### config.mk
export PLATFORM = sky130hd
export DESIGN_NAME = pcc_par_timer
export DESIGN_NICKNAME = d
export VERILOG_FILES = /design/src/pcc_pkg.sv /design/src/pcc_par_timer.sv
export SDC_FILE = /design/constraint.sdc
export NUM_CORES = 1
export LEC_CHECK = 0
export BUFFER_PORTS_ARGS = -buffer_cell sky130_fd_sc_hd__buf_4
export CAP_MARGIN = 20
export CORE_ASPECT_RATIO = 1.2
export CORE_MARGIN = 2
export CORE_UTILIZATION = 50
export DETAILED_ROUTE_END_ITERATION = 8
export PLACE_DENSITY = 0.66
export REMOVE_ABC_BUFFERS = 1
export SLEW_MARGIN = 20
export SYNTH_ARGS = -nofsm -noshare
export SYNTH_HDL_FRONTEND = slang
export SYNTH_SLANG_ARGS = --single-unit
### constraint.sdc
create_clock -name clk_sys -period 3.1 [get_ports clk_sys]
set_input_delay 0.62 -clock clk_sys [delete_from_list [all_inputs] [get_ports clk_sys]]
set_output_delay 0.62 -clock clk_sys [all_outputs]
set_load 0.02 [all_outputs]
### src/pcc_pkg.sv
`default_nettype none
package pcc_pkg;
    // ==================== error codes ====================
    localparam logic [7:0] ERR_NONE = 8'h00;
    localparam logic [7:0] ERR_NO_HOST_CTRL = 8'h93;
    localparam logic [7:0] ERR_PAR_READINGS = 8'hAA;
    localparam logic [7:0] ERR_DEC_SETTLE = 8'hAB;
    localparam logic [7:0] ERR_REF_POS = 8'hAC;
    localparam logic [7:0] ERR_POS_OVF = 8'hAF;
    localparam logic [7:0] ERR_PROG_OCCUPIED = 8'hB0;
    localparam logic [7:0] ERR_MEM_FULL = 8'hB1;
    localparam logic [7:0] ERR_CHECKSUM = 8'hB2;
    localparam logic [7:0] ERR_TOO_MANY_PROGS = 8'hB3;
    localparam logic [7:0] ERR_BYTE_COUNT = 8'hB4;
    localparam logic [7:0] ERR_PAR_TIMEOUT = 8'hB5;
    localparam logic [7:0] ERR_STORE_COUNT = 8'hB6;
    localparam logic [7:0] ERR_PROG_EMPTY = 8'hB8;
    localparam logic [7:0] ERR_BLOCK_LONG = 8'hC0;
    localparam logic [7:0] ERR_BAD_CODE = 8'hC1;
    localparam logic [7:0] ERR_BAD_FORMAT = 8'hC2;
    localparam logic [7:0] ERR_ERASE_NONE = 8'hC4;
    localparam logic [7:0] ERR_MULTI_ACTION = 8'hC5;
    localparam logic [7:0] ERR_REPEAT_SET = 8'hC6;
    localparam logic [7:0] ERR_MOVE_FREQ = 8'hC7;
    localparam logic [7:0] ERR_RAMP = 8'hC8;
    localparam logic [7:0] ERR_SEC_RATE = 8'hC9;
    localparam logic [7:0] ERR_EXEC_PENDING = 8'hCA;
    localparam logic [7:0] ERR_START_NONE = 8'hCB;
    localparam logic [7:0] ERR_REPEAT_NONE = 8'hCC;

    // ==================== limits ====================
    localparam int MAX_BLOCK_BYTES = 64;
    localparam int MAX_PROGS = 16;
    localparam logic signed [31:0] POS_LIMIT = 32'sd8388607;
    localparam int CLK_HZ = 20000000;
    localparam int PAR_TIMEOUT_S = 5;
    localparam int PAR_TIMEOUT_CYC = PAR_TIMEOUT_S * CLK_HZ;

    // ==================== command codes ====================
    typedef enum logic [3:0] {
        PCC_CMD_LOAD_PROG = 4'h0,
        PCC_CMD_DEL_PROG = 4'h1,
        PCC_CMD_SEL_PROG = 4'h2,
        PCC_CMD_PARAM = 4'h3,
        PCC_CMD_PREPARE = 4'h4,
        PCC_CMD_START = 4'h5,
        PCC_CMD_ERASE = 4'h6,
        PCC_CMD_EXEC = 4'h7,
        PCC_CMD_EXEC_REPEAT = 4'h8,
        PCC_CMD_MOTION = 4'h9
    } pcc_cmd_t;
    localparam logic [3:0] CMD_LAST = 4'h9;

    // fixed record lengths; zero means variable length
    localparam logic [6:0] LEN_START = 7'h02;
    localparam logic [6:0] LEN_ERASE = 7'h02;
    localparam logic [6:0] LEN_EXEC_REPEAT = 7'h02;
    localparam logic [6:0] LEN_SEL_PROG = 7'h03;

    // ==================== record summary ====================
    typedef struct packed {
        logic [3:0] code;
        logic [6:0] byte_count;
        logic [4:0] prog_count;
        logic [3:0] prog_num;
        logic [15:0] prog_len_declared;
        logic [15:0] prog_len_received;
        logic [7:0] checksum_declared;
        logic [7:0] checksum_computed;
        logic [15:0] prog_size;
        logic [2:0] action_count;
        logic repeated_setting;
        logic abs_sel;
        logic rel_sel;
        logic serial_mode;
    } pcc_rec_t;

    // one range fault flag per checked parameter value
    typedef struct packed {
        logic par_readings;
        logic dec_settle;
        logic ref_pos;
        logic move_freq;
        logic ramp;
        logic sec_rate;
    } pcc_range_t;

    typedef struct packed {
        logic accept;
        logic reject;
        logic [7:0] code;
    } pcc_verdict_t;
endpackage : pcc_pkg
`default_nettype wire

### src/pcc_par_timer.sv
`timescale 1ns/1ps
`default_nettype none
module pcc_par_timer #(
    parameter int TIMEOUT_CYC = pcc_pkg::PAR_TIMEOUT_CYC
) (
    input wire logic clk_sys,
    input wire logic rst,
    input wire logic busy,
    output logic expired
);
    typedef struct packed {
        logic [31:0] count;
        logic expired;
    } pcc_tmr_t;
    pcc_tmr_t st;
    pcc_tmr_t next_st;

    // ==================== timeout counter ====================
    always_comb begin
        next_st = st;
        next_st.expired = 1'b0;
        if (!busy) begin
            next_st.count = 32'h0;
        end else if (st.count == 32'(TIMEOUT_CYC - 1)) begin
            next_st.expired = 1'b1;
            next_st.count = 32'h0;
        end else begin
            next_st.count = st.count + 32'h1;
        end
    end

    always_ff @(posedge clk_sys) begin
        if (rst) begin
            st <= '0;
        end else begin
            st <= next_st;
        end
    end
    assign expired = st.expired;
endmodule : pcc_par_timer
`default_nettype wire

# Yosys cells after proc, flatten, opt, wreduce, memory -nomap -nowiden
# Cells that the tools add are included.
dict set report classes {
  n_bitwise 1
  div 0
  n_shift 0
  addsub 1
  mux 1
  reduce_logical 2
  magnitude_cmp 0
  eq_ne 1
  multipliers 0
}
# operator count
set ops {}
lappend ops {{adder 32 x 1 -> 32 bit (second input constant)} 1}
lappend ops {{== test 32 x 27 -> 1 bit (second input constant)} 1}
lappend ops {{OR reduction 3 bit} 1}
lappend ops {{OR reduction 2 bit} 1}
lappend ops {{2-to-1 mux 1 bit} 1}
lappend ops {{inverter 1 bit} 1}
dict set report totals {
  romBits 0
  latch_bits 0
  ff_bits 33
  n_memories 0
  mem_bits_rw 0
  wordCells 8
  input_bits 3
}

# Longest topological paths before layout
dict set report logic_depth {
  word_depth 2
  mapped_depth 7
  mapped_depth_nobuf 6
}

# Worst setup path after synthesis
# OpenSTA, ideal clock, no wires.
dict set report synth_timing {
  path_kind {reg2reg}
  startpoint {register st[28] in the netlist's numbering}
  endpoint {register st[12] in the netlist's numbering}
  setup_ns 0.115
  n_path_buf 1
  slack_ns 1.364
  required_ns 2.985
  period_less_slack_ns 1.736
  stages_incl_launch_ff 7
  arrival_ns 1.621
  cell_sequence {dfxtp_1 -> nor4_1 -> nand3_1 -> or4_4 -> o21bai_4 -> buf_6 -> nor2_1}
}
dict set report synth_via {
  elab_chain_len 2
}
# element line
set synth_lines {}
lappend synth_lines {{start, declared} pcc_par_timer.sv:15} ;# pcc_tmr_t st;
lappend synth_lines {{start signal, assigned} pcc_par_timer.sv:36} ;# st <= next_st;
lappend synth_lines {{== test 32 x 27 -> 1 bit} pcc_par_timer.sv:24} ;# end else if (st.count == 32'(TIMEOUT_CYC - 1)) begin
lappend synth_lines {{OR reduction 3 bit (no source line)} n/a}
# No other way between the ends.
# A chain may end at the register's enable or synchronous reset.

# Worst setup path in the final report
dict set report layout_timing {
  startpoint {register st[28] in the netlist's numbering}
  endpoint {register st[31] in the netlist's numbering}
}
dict set report layout_via {
  elab_chain_len 2
  elab_cells_between_ends 3
  classes_between {add/sub: 1; eq/ne: 1; reduce/logical: 1}
}
# element
set layout_lines {}
lappend layout_lines {{branches (longest 2 deep; another with adder 32 x 1 -> 32 bit)}}
# Parallel ways; which one is timed is not known.

==> impl_metrics.tcl <==
set metrics [dict create \
    root_buffer "clkbuf_4" \
    finalNetCount 192 \
    core.rowCount 22 \
    drtIter0Drc 23 \
    start_kind "flop" \
    die_y_um 65.6 \
    layout-drive-gt1-share_pct 6.88 \
    min_period_ns 2.11 \
    syn_area_mm2 0.00158 \
    finalHoldViolCount 0 \
    outcome "finished, final reports clean" \
    min_period_over_period_pct 67.9 \
    drtAntennaViolNets 0 \
    cts_tree "yes" \
    io_buffers 3 \
    wl_mm 3.21 \
    diodes 0 \
    drv_slew 0 \
    grt_setup_unrepaired "false" \
    wl_per_cell_um 14.3 \
    maxCapViolCount 0 \
    worst_slack_ns 0.994 \
    antenna_found_initial 0 \
    clock.fmax_ghz 0.475 \
    syn_to_final_growth_pct 5.38 \
    initial_core_util_pct 52.2 \
    end_kind "flop" \
    final_cell_count_no_fill 225 \
    synth_area_per_cell_um2 8.68 \
    grt_max_degree 25 \
    relSlewSlack_pct 52.9 \
    cp_max_fo 24 \
    fp.coreArea_mm2 0.00303 \
    worst_hold_path_type "flop to flop" \
    setup_violations 0 \
    yosysWarnings 0 \
    design.die.area_mm2 0.00363 \
    grt_pass1_vias 1301 \
    yosysSeqAreaShare_pct 41.8 \
    place_congestion 0.841 \
    cellLeakagePower_nw 0.529 \
    yosysUniqueCellTypes 33 \
    firstDrtPassIters 4 \
    clk_latency_ns 0.32 \
    route.vias.total 1299 \
    tightest_slew_ns 0.701 \
    clockBufferDepth 2 \
    ios 4 \
    ir_drop_mv 0.252 \
    postCtsHoldBufs 0 \
    cts_buffers 5 \
    gr-usage-all-layers_pct 20.7 \
    grt_first_pass_wirelength_mm 5.87 \
    post-place-cells 217 \
    critPathRequiredTime_ns 3.28 \
    cp.arrival_ns 2.29 \
    ys_seq_elements 33 \
    die-width_um 55.3 \
    grt_overflow_total 0 \
    drc_errors 0 \
    cts_setup_buffers 0 \
    avgViaCountPerCell 5.77 \
    clkSinkCount 33 \
    skew_ns 0.00747 \
    dpl.hpwl_mm 2.40 \
    setup_tns_ns 0 \
    crit_type "flop to flop" \
    clkTransAtPathRegs_ns 0.09 \
    synthCells 182 \
    powerDensity_mw_per_mm2 393 \
    cts_resized 0 \
    cts.htree.levels 2 \
    dp_slack_ns 1.01 \
]
cells in the mapped netlist (all sizes together):
library cell,number,area share [%]
buf,2,1.4
o221ai,1,0.55
ha,1,0.79
inv,2,0.48
nand2b,2,0.79
mux2i,1,0.63
clkbuf,2,0.55
or4,1,0.71
dfxtp,33,42
nand2,13,3.1
nand4,11,4.4
nor4b,1,0.55
nand3,14,4.4
a21oi,4,1.3
and3,5,2.0
o21bai,1,1.2
nor4,7,4.1
o21ai,2,0.63
and2,5,2.0
or3,2,0.79
nand4b,1,0.55
nor3,6,1.9
nor2,33,7.8
nand3b,1,0.48
and4,4,2.2
a31oi,2,0.79
and4bb,1,0.79
xnor2,10,5.5
xor2,14,7.8
power breakdown:
part | internal [mW] | total [mW] | leakage (nW) | switching, mW
Sequential | 0.425 | 0.426 | 0.266 | 0.000910
Clock | 0.0903 | 0.217 | 0.0265 | 0.127
Combinational | 0.00419 | 0.0123 | 0.237 | 0.00807
layer usage:
layer | global-route usage, % | up-vias | wire (um)
met5 | 0 | - | 0
met4 | 12.8 | 0 | 61
met3 | 4.72 | 8 | 58
met2 | 34.5 | 13 | 1590
met1 | 24.0 | 617 | 1500
li1 | - | 661 | -
layout make-up:
cell class                 instances  area [um2]
clock buffer                       8        48.8
fill                             292        1360
inverter                           2        7.51
multi-input combinational        143         881
sequential                        33         661
tap                               36        45.0
timing repair buffer               3        22.5
state kept, by name, summed over array words and instances, names as in the netlist:
| name | flops |
|---|---|
| st | 32 |
| expired | 1 |
through the flow:
step / power [mW] / hold WS (ns) / utilization [%] / instance area, um2
after floorplan: 0.443 / 0.418 / - / 1550
after global placement: 0.447 / 0.434 / 53.4 / 1620
after detailed placement: 0.448 / 0.448 / 53.4 / 1620
after CTS: 0.666 / 0.466 / 55.0 / 1670
after global routing: 0.691 / 0.488 / 55.0 / 1670
final: 0.655 / 0.461 / 55.0 / 1670
final timing paths:
path	start	endpoint	slack [ns]	cells past startpoint
min reg2reg	st[1]$_SDFF_PP0_	st[1]$_SDFF_PP0_	0.46	1
max	st[28]$_SDFF_PP0_	st[31]$_SDFF_PP0_	0.99	5
min	st[1]$_SDFF_PP0_	st[1]$_SDFF_PP0_	0.46	1
max reg2reg	st[28]$_SDFF_PP0_	st[31]$_SDFF_PP0_	0.99	5
cell families (layout without fill, tap and decap cells):
kind of cell | after synthesis | after routing | share of synthesized area (%)
buffers and inverters | 6 | 13 | 2.45
adder cells (fa/ha/maj) | 1 | 1 | 0.792
AND/OR/NAND/NOR | 107 | 107 | 36.6
AO/OA/AOI/OAI | 10 | 10 | 4.43
XOR/XNOR | 24 | 24 | 13.3
multiplexers | 1 | 1 | 0.633
flip-flops | 33 | 33 | 41.8
placed cells by master (no fill, tap or decap), types with 4 or more instances in the layout:
cell type / n
a21oi_1: 4
and2_1: 4
and3_1: 5
and4_1: 4
clkbuf_4: 5
dfxtp_1: 33
nand2_1: 13
nand3_1: 14
nand4_1: 11
nor2_1: 33
nor3_1: 6
nor4_1: 5
xnor2_1: 10
xor2_1: 14
worst max-delay path, stage by stage (launching register included):
cell and delay (ns):
dfxtp_1 0.35, nor4_1 0.31, nand3_1 0.11, or4_4 0.59, o21bai_4 0.49, nor2_1 0.11
Power figures use the tool's default switching activity.
